[src/cdrsw_pkg.sv]
package cdrsw_pkg;

    // clock and time base
    localparam int CDRSW_CLK_HZ = 20_000_000;
    localparam int CDRSW_HZ_PER_MHZ = 1_000_000;
    localparam int CDRSW_US_CYCLES = CDRSW_CLK_HZ / CDRSW_HZ_PER_MHZ;
    localparam logic [4:0] CDRSW_DIV_LAST = 5'(CDRSW_US_CYCLES - 1);
    localparam int CDRSW_LEAD_UNIT_US = 5;
    localparam int CDRSW_LAG_UNIT_US = 5;
    localparam int CDRSW_ON_UNIT_US = 8;
    localparam logic [10:0] CDRSW_LEAD_MUL = 11'(CDRSW_LEAD_UNIT_US);
    localparam logic [10:0] CDRSW_LAG_MUL = 11'(CDRSW_LAG_UNIT_US);
    localparam logic [10:0] CDRSW_ON_MUL = 11'(CDRSW_ON_UNIT_US);

    // register indices, byte address is four times the index
    localparam logic [7:0] CDRSW_IDX_STORED_REF = 8'h34;
    localparam logic [7:0] CDRSW_IDX_ON_TIME = 8'h36;
    localparam logic [7:0] CDRSW_IDX_THRESHOLD = 8'h37;
    localparam logic [7:0] CDRSW_IDX_CFG = 8'h38;
    localparam logic [7:0] CDRSW_IDX_LEAD = 8'h39;
    localparam logic [7:0] CDRSW_IDX_LAG = 8'h3a;
    localparam logic [7:0] CDRSW_IDX_TRIGGER = 8'h26;
    localparam logic [7:0] CDRSW_IDX_GAIN_REF = 8'h40;
    localparam logic [7:0] CDRSW_IDX_CTRL = 8'h41;
    localparam logic [7:0] CDRSW_IDX_IRQ_STATUS = 8'h42;
    localparam logic [7:0] CDRSW_IDX_IRQ_MASK = 8'h43;
    localparam logic [7:0] CDRSW_IDX_MEAS_REF = 8'h44;
    localparam int CDRSW_ADDR_W = 12;
    localparam int CDRSW_IDX_LSB = 2;

    // field positions
    localparam int CDRSW_CFG_LEAD_EN = 2;
    localparam int CDRSW_CFG_OUT2_DETECT = 3;
    localparam int CDRSW_CFG_OUT1_WAKE = 4;
    localparam int CDRSW_REF_VAL_MSB = 9;
    localparam int CDRSW_CTRL_LOOP = 0;
    localparam int CDRSW_IRQ_DETECT = 0;
    localparam int CDRSW_IRQ_DONE = 1;
    localparam int CDRSW_IRQ_W = 2;
    localparam int CDRSW_TRIG_DETECTED = 0;
    localparam int CDRSW_TRIG_BUSY = 1;

    // reference source codes
    localparam logic [1:0] CDRSW_SRC_STORED = 2'h0;
    localparam logic [1:0] CDRSW_SRC_MEASURE = 2'h1;
    localparam logic [1:0] CDRSW_SRC_GAIN_REF = 2'h2;
    localparam logic [1:0] CDRSW_SRC_RESERVED = 2'h3;

    typedef enum logic [2:0] {
        CDRSW_IDLE = 3'h0,
        CDRSW_STANDBY = 3'h1,
        CDRSW_LEAD = 3'h3,
        CDRSW_FIELD = 3'h2,
        CDRSW_LAG = 3'h6
    } cdrsw_fsm_t;

    typedef struct packed {
        logic psel;
        logic penable;
        logic pwrite;
        logic [CDRSW_ADDR_W-1:0] paddr;
        logic [31:0] pwdata;
    } cdrsw_apb_req_t;

    typedef struct packed {
        logic [31:0] prdata;
        logic pready;
        logic pslverr;
    } cdrsw_apb_rsp_t;

    typedef struct packed {
        cdrsw_fsm_t fsm;
        logic [7:0] cfg;
        logic [7:0] lead;
        logic [7:0] lag;
        logic [7:0] on_time;
        logic [7:0] threshold;
        logic [13:0] stored_ref;
        logic [13:0] gain_ref;
        logic [13:0] meas_ref;
        logic ref_valid;
        logic loop_en;
        logic single;
        logic detected;
        logic [CDRSW_IRQ_W-1:0] irq_status;
        logic [CDRSW_IRQ_W-1:0] irq_mask;
        logic out_one;
        logic out_two;
        logic field;
        logic [4:0] tick_div;
        logic [10:0] us_cnt;
        logic [31:0] prdata;
        logic slverr;
    } cdrsw_state_t;

    localparam cdrsw_state_t CDRSW_RESET_STATE = '0;

endpackage

[src/cdrsw_core.sv]
// Implementation choice: the APB slave port.
`timescale 1ns/1ps
// How it works
// - Source 00 stored, 01 measured, 10 gain ref reg, 11 never detects.
// - Cfg bit 2 raises output one at wake-up, then the lead wait runs.
// - Cfg bit 3 raises output two on a detection; clear leaves it alone.
// - Cfg bit 4 drives output one high on wake-up and low after the lag.
// - With cfg bit 2 set, output one high to field on takes the lead byte times 5 us.
// - Field off to output one low takes the lag byte times 5 us.
// - A trigger register write in idle runs exactly one detection cycle.
// - A single check skips standby and starts at the lead phase.
// - The field stays on the on-time byte times 8 us before gain sampling.
// - A gain difference over the threshold raises detect status and irq.
// - Otherwise no detect interrupt is raised and the loop goes back to standby.
// - References hold a 10-bit value in bits 9:0 and a gear in bits 13:10.
module cdrsw_core
    import cdrsw_pkg::*;
(
    input wire logic core_clk,
    input wire logic rst,
    input wire cdrsw_pkg::cdrsw_apb_req_t apb_req,
    output cdrsw_pkg::cdrsw_apb_rsp_t apb_rsp,
    input wire logic standby_wake,
    input wire logic [9:0] gain_level,
    output logic sense_field_on,
    output logic general_output_one,
    output logic general_output_two,
    output logic card_detect_irq
);
    import cdrsw_pkg::*;

    cdrsw_state_t cur;
    cdrsw_state_t next_cur;

    function automatic logic is_mapped(input logic [7:0] idx);
        if (idx == CDRSW_IDX_STORED_REF) begin
            is_mapped = 1'b1;
        end else if (idx == CDRSW_IDX_ON_TIME) begin
            is_mapped = 1'b1;
        end else if (idx == CDRSW_IDX_THRESHOLD) begin
            is_mapped = 1'b1;
        end else if (idx == CDRSW_IDX_CFG) begin
            is_mapped = 1'b1;
        end else if (idx == CDRSW_IDX_LEAD) begin
            is_mapped = 1'b1;
        end else if (idx == CDRSW_IDX_LAG) begin
            is_mapped = 1'b1;
        end else if (idx == CDRSW_IDX_TRIGGER) begin
            is_mapped = 1'b1;
        end else if (idx == CDRSW_IDX_GAIN_REF) begin
            is_mapped = 1'b1;
        end else if (idx == CDRSW_IDX_CTRL) begin
            is_mapped = 1'b1;
        end else if (idx == CDRSW_IDX_IRQ_STATUS) begin
            is_mapped = 1'b1;
        end else if (idx == CDRSW_IDX_IRQ_MASK) begin
            is_mapped = 1'b1;
        end else if (idx == CDRSW_IDX_MEAS_REF) begin
            is_mapped = 1'b1;
        end else begin
            is_mapped = 1'b0;
        end
    endfunction

    function automatic logic [31:0] read_reg(input logic [7:0] idx,
                                             input cdrsw_state_t s);
        logic busy;
        busy = (s.fsm != CDRSW_IDLE);
        if (idx == CDRSW_IDX_STORED_REF) begin
            read_reg = {18'h0, s.stored_ref};
        end else if (idx == CDRSW_IDX_ON_TIME) begin
            read_reg = {24'h0, s.on_time};
        end else if (idx == CDRSW_IDX_THRESHOLD) begin
            read_reg = {24'h0, s.threshold};
        end else if (idx == CDRSW_IDX_CFG) begin
            read_reg = {24'h0, s.cfg};
        end else if (idx == CDRSW_IDX_LEAD) begin
            read_reg = {24'h0, s.lead};
        end else if (idx == CDRSW_IDX_LAG) begin
            read_reg = {24'h0, s.lag};
        end else if (idx == CDRSW_IDX_TRIGGER) begin
            read_reg = {30'h0, busy, s.detected};
        end else if (idx == CDRSW_IDX_GAIN_REF) begin
            read_reg = {18'h0, s.gain_ref};
        end else if (idx == CDRSW_IDX_CTRL) begin
            read_reg = {31'h0, s.loop_en};
        end else if (idx == CDRSW_IDX_IRQ_STATUS) begin
            read_reg = {30'h0, s.irq_status};
        end else if (idx == CDRSW_IDX_IRQ_MASK) begin
            read_reg = {30'h0, s.irq_mask};
        end else if (idx == CDRSW_IDX_MEAS_REF) begin
            read_reg = {17'h0, s.ref_valid, s.meas_ref};
        end else begin
            read_reg = 32'h0;
        end
    endfunction

    function automatic logic [9:0] abs_diff(input logic [9:0] a,
                                            input logic [9:0] b);
        if (a >= b) begin
            abs_diff = a - b;
        end else begin
            abs_diff = b - a;
        end
    endfunction

    logic [7:0] idx;
    logic setup;
    logic wr;
    logic tick;
    logic use_out1;
    logic use_lead;
    logic [1:0] src;
    logic [9:0] ref_val;
    logic [10:0] lead_target;
    logic [10:0] lag_target;
    logic [10:0] on_target;
    logic hit;
    logic capture;
    logic trig_wr;
    logic [CDRSW_IRQ_W-1:0] irq_set;
    logic [CDRSW_IRQ_W-1:0] irq_clr;

    always_comb begin
        next_cur = cur;
        idx = apb_req.paddr[CDRSW_IDX_LSB +: 8];
        setup = apb_req.psel & ~apb_req.penable;
        wr = apb_req.psel & apb_req.penable & apb_req.pwrite;
        tick = (cur.tick_div == CDRSW_DIV_LAST);
        use_out1 = cur.cfg[CDRSW_CFG_LEAD_EN] | cur.cfg[CDRSW_CFG_OUT1_WAKE];
        use_lead = cur.cfg[CDRSW_CFG_LEAD_EN];
        src = cur.cfg[1:0];
        lead_target = use_lead ? 11'({3'h0, cur.lead} * CDRSW_LEAD_MUL)
                               : 11'h0;
        lag_target = use_out1 ? 11'({3'h0, cur.lag} * CDRSW_LAG_MUL)
                              : 11'h0;
        on_target = 11'({3'h0, cur.on_time} * CDRSW_ON_MUL);
        ref_val = cur.stored_ref[CDRSW_REF_VAL_MSB:0];
        hit = 1'b0;
        capture = 1'b0;
        trig_wr = wr & (idx == CDRSW_IDX_TRIGGER);
        irq_set = '0;
        irq_clr = '0;

        // microsecond time base
        if (tick) begin
            next_cur.tick_div = 5'h0;
        end else begin
            next_cur.tick_div = cur.tick_div + 5'h1;
        end
        if (tick) begin
            next_cur.us_cnt = cur.us_cnt + 11'h1;
        end

        // reference selection
        case (src)
            CDRSW_SRC_STORED: begin
                ref_val = cur.stored_ref[CDRSW_REF_VAL_MSB:0];
            end
            CDRSW_SRC_MEASURE: begin
                ref_val = cur.meas_ref[CDRSW_REF_VAL_MSB:0];
            end
            CDRSW_SRC_GAIN_REF: begin
                ref_val = cur.gain_ref[CDRSW_REF_VAL_MSB:0];
            end
            default: begin
                ref_val = cur.stored_ref[CDRSW_REF_VAL_MSB:0];
            end
        endcase

        // register reads and writes
        if (setup) begin
            next_cur.prdata = read_reg(idx, cur);
            next_cur.slverr = ~is_mapped(idx);
        end
        if (wr) begin
            if (idx == CDRSW_IDX_STORED_REF) begin
                next_cur.stored_ref = apb_req.pwdata[13:0];
            end else if (idx == CDRSW_IDX_ON_TIME) begin
                next_cur.on_time = apb_req.pwdata[7:0];
            end else if (idx == CDRSW_IDX_THRESHOLD) begin
                next_cur.threshold = apb_req.pwdata[7:0];
            end else if (idx == CDRSW_IDX_CFG) begin
                next_cur.cfg = apb_req.pwdata[7:0];
                next_cur.ref_valid = 1'b0;
            end else if (idx == CDRSW_IDX_LEAD) begin
                next_cur.lead = apb_req.pwdata[7:0];
            end else if (idx == CDRSW_IDX_LAG) begin
                next_cur.lag = apb_req.pwdata[7:0];
            end else if (idx == CDRSW_IDX_GAIN_REF) begin
                next_cur.gain_ref = apb_req.pwdata[13:0];
            end else if (idx == CDRSW_IDX_CTRL) begin
                next_cur.loop_en = apb_req.pwdata[CDRSW_CTRL_LOOP];
            end else if (idx == CDRSW_IDX_IRQ_STATUS) begin
                irq_clr = apb_req.pwdata[CDRSW_IRQ_W-1:0];
            end else if (idx == CDRSW_IDX_IRQ_MASK) begin
                next_cur.irq_mask = apb_req.pwdata[CDRSW_IRQ_W-1:0];
            end
        end

        case (cur.fsm)
            CDRSW_IDLE: begin
                if (trig_wr) begin
                    next_cur.single = 1'b1;
                    next_cur.detected = 1'b0;
                    if (use_out1) begin
                        next_cur.out_one = 1'b1;
                    end
                    next_cur.us_cnt = 11'h0;
                    next_cur.tick_div = 5'h0;
                    next_cur.fsm = CDRSW_LEAD;
                end else if (cur.loop_en) begin
                    next_cur.detected = 1'b0;
                    next_cur.fsm = CDRSW_STANDBY;
                end
            end
            CDRSW_STANDBY: begin
                if (!cur.loop_en) begin
                    next_cur.fsm = CDRSW_IDLE;
                end else if (standby_wake) begin
                    if (use_out1) begin
                        next_cur.out_one = 1'b1;
                    end
                    next_cur.us_cnt = 11'h0;
                    next_cur.tick_div = 5'h0;
                    next_cur.fsm = CDRSW_LEAD;
                end
            end
            CDRSW_LEAD: begin
                if (cur.us_cnt >= lead_target) begin
                    next_cur.field = 1'b1;
                    next_cur.us_cnt = 11'h0;
                    next_cur.tick_div = 5'h0;
                    next_cur.fsm = CDRSW_FIELD;
                end
            end
            CDRSW_FIELD: begin
                if (cur.us_cnt >= on_target) begin
                    if (src == CDRSW_SRC_MEASURE && !cur.ref_valid) begin
                        capture = 1'b1;
                    end else if (src != CDRSW_SRC_RESERVED) begin
                        hit = abs_diff(ref_val, gain_level)
                              > {2'h0, cur.threshold};
                    end
                    if (capture) begin
                        next_cur.meas_ref = {4'h0, gain_level};
                        next_cur.ref_valid = 1'b1;
                    end
                    next_cur.detected = hit;
                    if (hit) begin
                        irq_set[CDRSW_IRQ_DETECT] = 1'b1;
                        next_cur.loop_en = 1'b0;
                        if (cur.cfg[CDRSW_CFG_OUT2_DETECT]) begin
                            next_cur.out_two = 1'b1;
                        end
                    end
                    next_cur.field = 1'b0;
                    next_cur.us_cnt = 11'h0;
                    next_cur.tick_div = 5'h0;
                    next_cur.fsm = CDRSW_LAG;
                end
            end
            CDRSW_LAG: begin
                if (cur.us_cnt >= lag_target) begin
                    if (use_out1) begin
                        next_cur.out_one = 1'b0;
                    end
                    if (cur.single) begin
                        next_cur.single = 1'b0;
                        irq_set[CDRSW_IRQ_DONE] = 1'b1;
                        next_cur.fsm = CDRSW_IDLE;
                    end else if (cur.detected || !next_cur.loop_en) begin
                        next_cur.fsm = CDRSW_IDLE;
                    end else begin
                        next_cur.fsm = CDRSW_STANDBY;
                    end
                end
            end
            default: begin
                next_cur.fsm = CDRSW_IDLE;
            end
        endcase

        // sticky status, a set in the clearing cycle wins
        for (int i = 0; i < CDRSW_IRQ_W; i++) begin
            next_cur.irq_status[i] = irq_set[i]
                                     | (cur.irq_status[i] & ~irq_clr[i]);
        end
    end

    always_ff @(posedge core_clk or posedge rst) begin
        if (rst) begin
            cur <= CDRSW_RESET_STATE;
        end else begin
            cur <= next_cur;
        end
    end

    always_comb begin
        apb_rsp.prdata = cur.prdata;
        apb_rsp.pready = apb_req.psel & apb_req.penable;
        apb_rsp.pslverr = apb_req.psel & apb_req.penable & cur.slverr;
    end

    assign sense_field_on = cur.field;
    assign general_output_one = cur.out_one;
    assign general_output_two = cur.out_two;
    assign card_detect_irq = |(cur.irq_status & cur.irq_mask);

endmodule

[config.mk]
export PLATFORM = sky130hd
export DESIGN_NAME = cdrsw_core
export DESIGN_NICKNAME = d
export VERILOG_FILES = /design/src/cdrsw_pkg.sv /design/src/cdrsw_core.sv
export SDC_FILE = /design/constraint.sdc
export NUM_CORES = 1
export LEC_CHECK = 0
export ABC_AREA = 1
export BUFFER_PORTS_ARGS = -buffer_cell sky130_fd_sc_hd__buf_2
export CAP_MARGIN = 20
export CORE_ASPECT_RATIO = 0.9
export CORE_MARGIN = 2
export CORE_UTILIZATION = 30
export CTS_CLUSTER_DIAMETER = 100
export CTS_CLUSTER_SIZE = 28
export DETAILED_ROUTE_END_ITERATION = 6
export SYNTH_ARGS = -nofsm -noshare
export SYNTH_HDL_FRONTEND = slang
export SYNTH_SLANG_ARGS = --single-unit
[constraint.sdc]
create_clock -name core_clk -period 11.2 [get_ports core_clk]
set_clock_uncertainty 0.15 [all_clocks]
set_input_delay 1.12 -clock core_clk [delete_from_list [all_inputs] [get_ports core_clk]]
set_output_delay 1.12 -clock core_clk [all_outputs]
set_load 0.01 [all_outputs]
==> impl_results.md <==
* Unrepaired setup endpoints after global routing: false
* First-pass GRT wire length at 40920 µm
* Die width at 186.5 µm
* First-pass DRT Iterations at 5
* FF-to-FF End: cur[54]$_DFF_PP0_
* Most used cell, CP: nand3_1
* Hold Path Cell Cnt at 2
* Post-synth EDFFs at 0
* Crit path kind: reg2reg
* Remaining Overflow, GRT at 0
* Power density over the cells at 126.8 nW/µm²
* Routed WL at 25360 µm
* Hold buffers post-CTS at 0
* Mapped Area at 8992 µm²
* Ys async rst share at 100.0%
* ANT nets after route at 0
* Post-synth top flop: dfrtp_1
* Leak pwr at 5.419 nW
* Register area share after synthesis at 34.51%
* Ports at 98
* Crit path buffers/inverters at 3
* Setup tns final at 0 ns
* Final Hold Vio Count at 0
* Minimum clock period at 5.394 ns
* Largest stage delay on the critical path at 0.68 ns
* CP startpoint: cur[134]$_DFFE_PP0P_
* Worst setup path endpoint: cur[54]$_DFF_PP0_
* Hold_ws at 0.3084 ns
* Vias at 7999
* Clock buffer depth at 2
* Reg2reg setup slack at 5.81 ns
* Syn. warnings at 0
* Largest family of logic cells by synthesized area: simple AND/OR/NAND/NOR gates
* Yosys top cell area share at 34.51%
* Port Buffer Count at 58
* Worst-path clk slew at 0.06 ns
* Synthesized area per cell at 7.365 µm²
* # Post-CTS Setup Buffers at 0
* Post-synthesis adder-cell area fraction at 13.13%
* H-Tree Depth at 4
* Ranking of synthesized cells by area: dfrtp_1, nand2_1, ha_1
* Cells along the critical path: inv_1, ha_1, inv_1, o21ai_0, inv_1, ha_1, nand2_1, nor2_1, nand3_1, nand4_1, mux2i_1, xor2_1, ha_1, a21o_1, nor2_1, o21ai_0, nand2_1, nand3_1, nand2_1, nand3_1, nand3_1, o21ai_0
* Register bit total from synthesis at 124
* Crit-path max FO at 11
* Mapped Cells at 1221
* CP endpoint kind: flop
* Final nets at 1413
* Die Ht at 168.2 µm
* CORE AREA at 29730 µm²
* Number of global-route vias before repair at 7642
* Multiplexer area fraction after synthesis at 0.4452%
* Core Rows at 60
* Largest net degree at the start of global routing at 64
* Fmax at 185.4 MHz
* Worst-Margin Slew at 0.8438 ns
* Routed WL per cell at 15.14 µm
* TritonCTS clock tree: built
* Status: complete, no violations
* Setup violators final at 0
* Total GRT Usage at 16.59%
* Number of cells on the critical path at 22
* Post-Synth Simple-Gate Area at 24.98%
* VDD IR-drop max at 0.07002 mV
* Synth unique cells at 50
* Number of vias per cell at 4.776
* Delay-heaviest family, CP: simple AND/OR/NAND/NOR gates
* Period utilisation layout at 48.16%
* XOR/XNOR share of the synthesized area at 1.656%
* Layout cells sized above 1 at 9.906%
* Die ar. at 31380 µm²
* Post-DP HPWL at 19520 µm
* Ant. Diodes at 0
* Arrival @ worst endpoint at 5.54 ns
* Max cap viols at 0
* Initial antenna violation count at 1
* Cell taking the most area after synthesis: dfrtp_1
* PostCTS Resize Cnt at 0
* DRT iter0 DRCs at 765
* Hold Path Class: reg2reg
* Hold_sp: general_output_two$_DFFE_PP0P_
* Synth Area in Compound Gates at 13.62%
* Worst path slowest cell: o21ai_0
* Placer Congestion at 0.8923
* CP startpoint kind: flop
* Count leader, synth: nand2_1
* R2r startpoint: cur[134]$_DFFE_PP0P_
* Clock Sinks at 124
* Max Slew Vio Count at 0
* Worst skew pair latency at 0.42 ns
* Reg2reg path depth at 22
* Worst slew margin at 43.75%
* Most frequent cells after synthesis: nand2_1, inv_1, dfrtp_1
* P&R area growth vs syn at 12.37%
* Clock Root Buffer: clkbuf_16
* CP required at 11.34 ns
* Residual DRC at 0
* Total CTS buffers at 17
* Initial cell density of the core at 30.25%
worst min-delay path by stage:
stage / slack (ns) / to
final: 0.31 / general_output_two$_DFFE_PP0P_
after global routing: 0.35 / general_output_two$_DFFE_PP0P_
after CTS: 0.31 / general_output_two$_DFFE_PP0P_
after detailed placement: 0.30 / general_output_two$_DFFE_PP0P_
after global placement: 0.29 / general_output_two$_DFFE_PP0P_
after floorplan: 0.30 / cur[141]$_DFFE_PP0P_
per-layer routing:
metal	wire length (µm)	GRT usage, %	up-vias	part of all wire, %
met5	0	0	-	0
met4	466	5.003	0	1.8
met3	1561	3.606	32	6.2
met2	10590	24.45	215	42
met1	12750	24.13	3744	50
li1	-	-	4008	-
power by group:
group | switching [mW] | internal, mW | leakage (nW) | total (mW)
Clock | 0.215 | 0.349 | 0.286 | 0.565
Combinational | 0.154 | 0.0715 | 3.50 | 0.225
Sequential | 0.0202 | 0.471 | 1.63 | 0.492
worst min-delay path: stages (launching register included):
cell	delay [ns]
dfrtp_1	0.34
inv_1	0.04
nand2_1	0.05
registers in the layout (all words and copies together), names as in the netlist:
name / cells
cur: 106
apb_rsp: 15
general_output_one: 1
general_output_two: 1
sense_field_on: 1
cell families (layout without fill, tap and decap cells):
| group | count (synthesis) | in the layout |
|---|---|---|
| and+or+nand+nor | 524 | 524 |
| buffers and inverters | 239 | 274 |
| AOI/OAI and AO/OA | 220 | 220 |
| DFF | 124 | 124 |
| adders and majority gates | 92 | 92 |
| xor gates and xnor gates | 17 | 17 |
| muxes | 4 | 4 |
| other | 1 | 17 |
through the flow:
stage / instances / util, % / instance area [µm²] / setup slack, ns / total power [mW]
floorplan: 1237 / - / 9052 / 6.631 / 0.6694
global placement: 1645 / 31.99 / 9512 / 5.907 / 0.7227
detailed placement: 1645 / 31.99 / 9512 / 5.899 / 0.7263
CTS: 1675 / 33.99 / 10100 / 5.885 / 1.292
global route: 1675 / 33.99 / 10100 / 5.437 / 1.348
finish: 1675 / 33.99 / 10100 / 5.806 / 1.281
placed cells by master, fill, tap and decap left out, drive strengths merged, types with 9 or more instances in the layout:
| cell | netlist | layout |
|---|---|---|
| nand2 | 335 | 335 |
| dfrtp | 124 | 124 |
| conb | 1 | 17 |
| clkbuf | 14 | 17 |
| a221o | 10 | 10 |
| nor2 | 82 | 82 |
| a21oi | 64 | 64 |
| o21ai | 119 | 119 |
| buf | 41 | 60 |
| nand4 | 22 | 22 |
| xor2 | 11 | 11 |
| nand3 | 60 | 60 |
| ha | 88 | 88 |
| inv | 180 | 183 |
| clkinv | 4 | 9 |
| nor3 | 13 | 13 |
area by class of cell:
class | count | area (µm²)
Fill cell | 3170 | 19620
Inverter | 184 | 694.4
Clock buffer | 17 | 425.4
Sequential cell | 124 | 3103
Tap cell | 403 | 504.2
Clock inverter | 13 | 167.7
Multi-Input combinational cell | 874 | 4905
Timing Repair Buffer | 60 | 305.3
(Power assumes the default switching activity.)
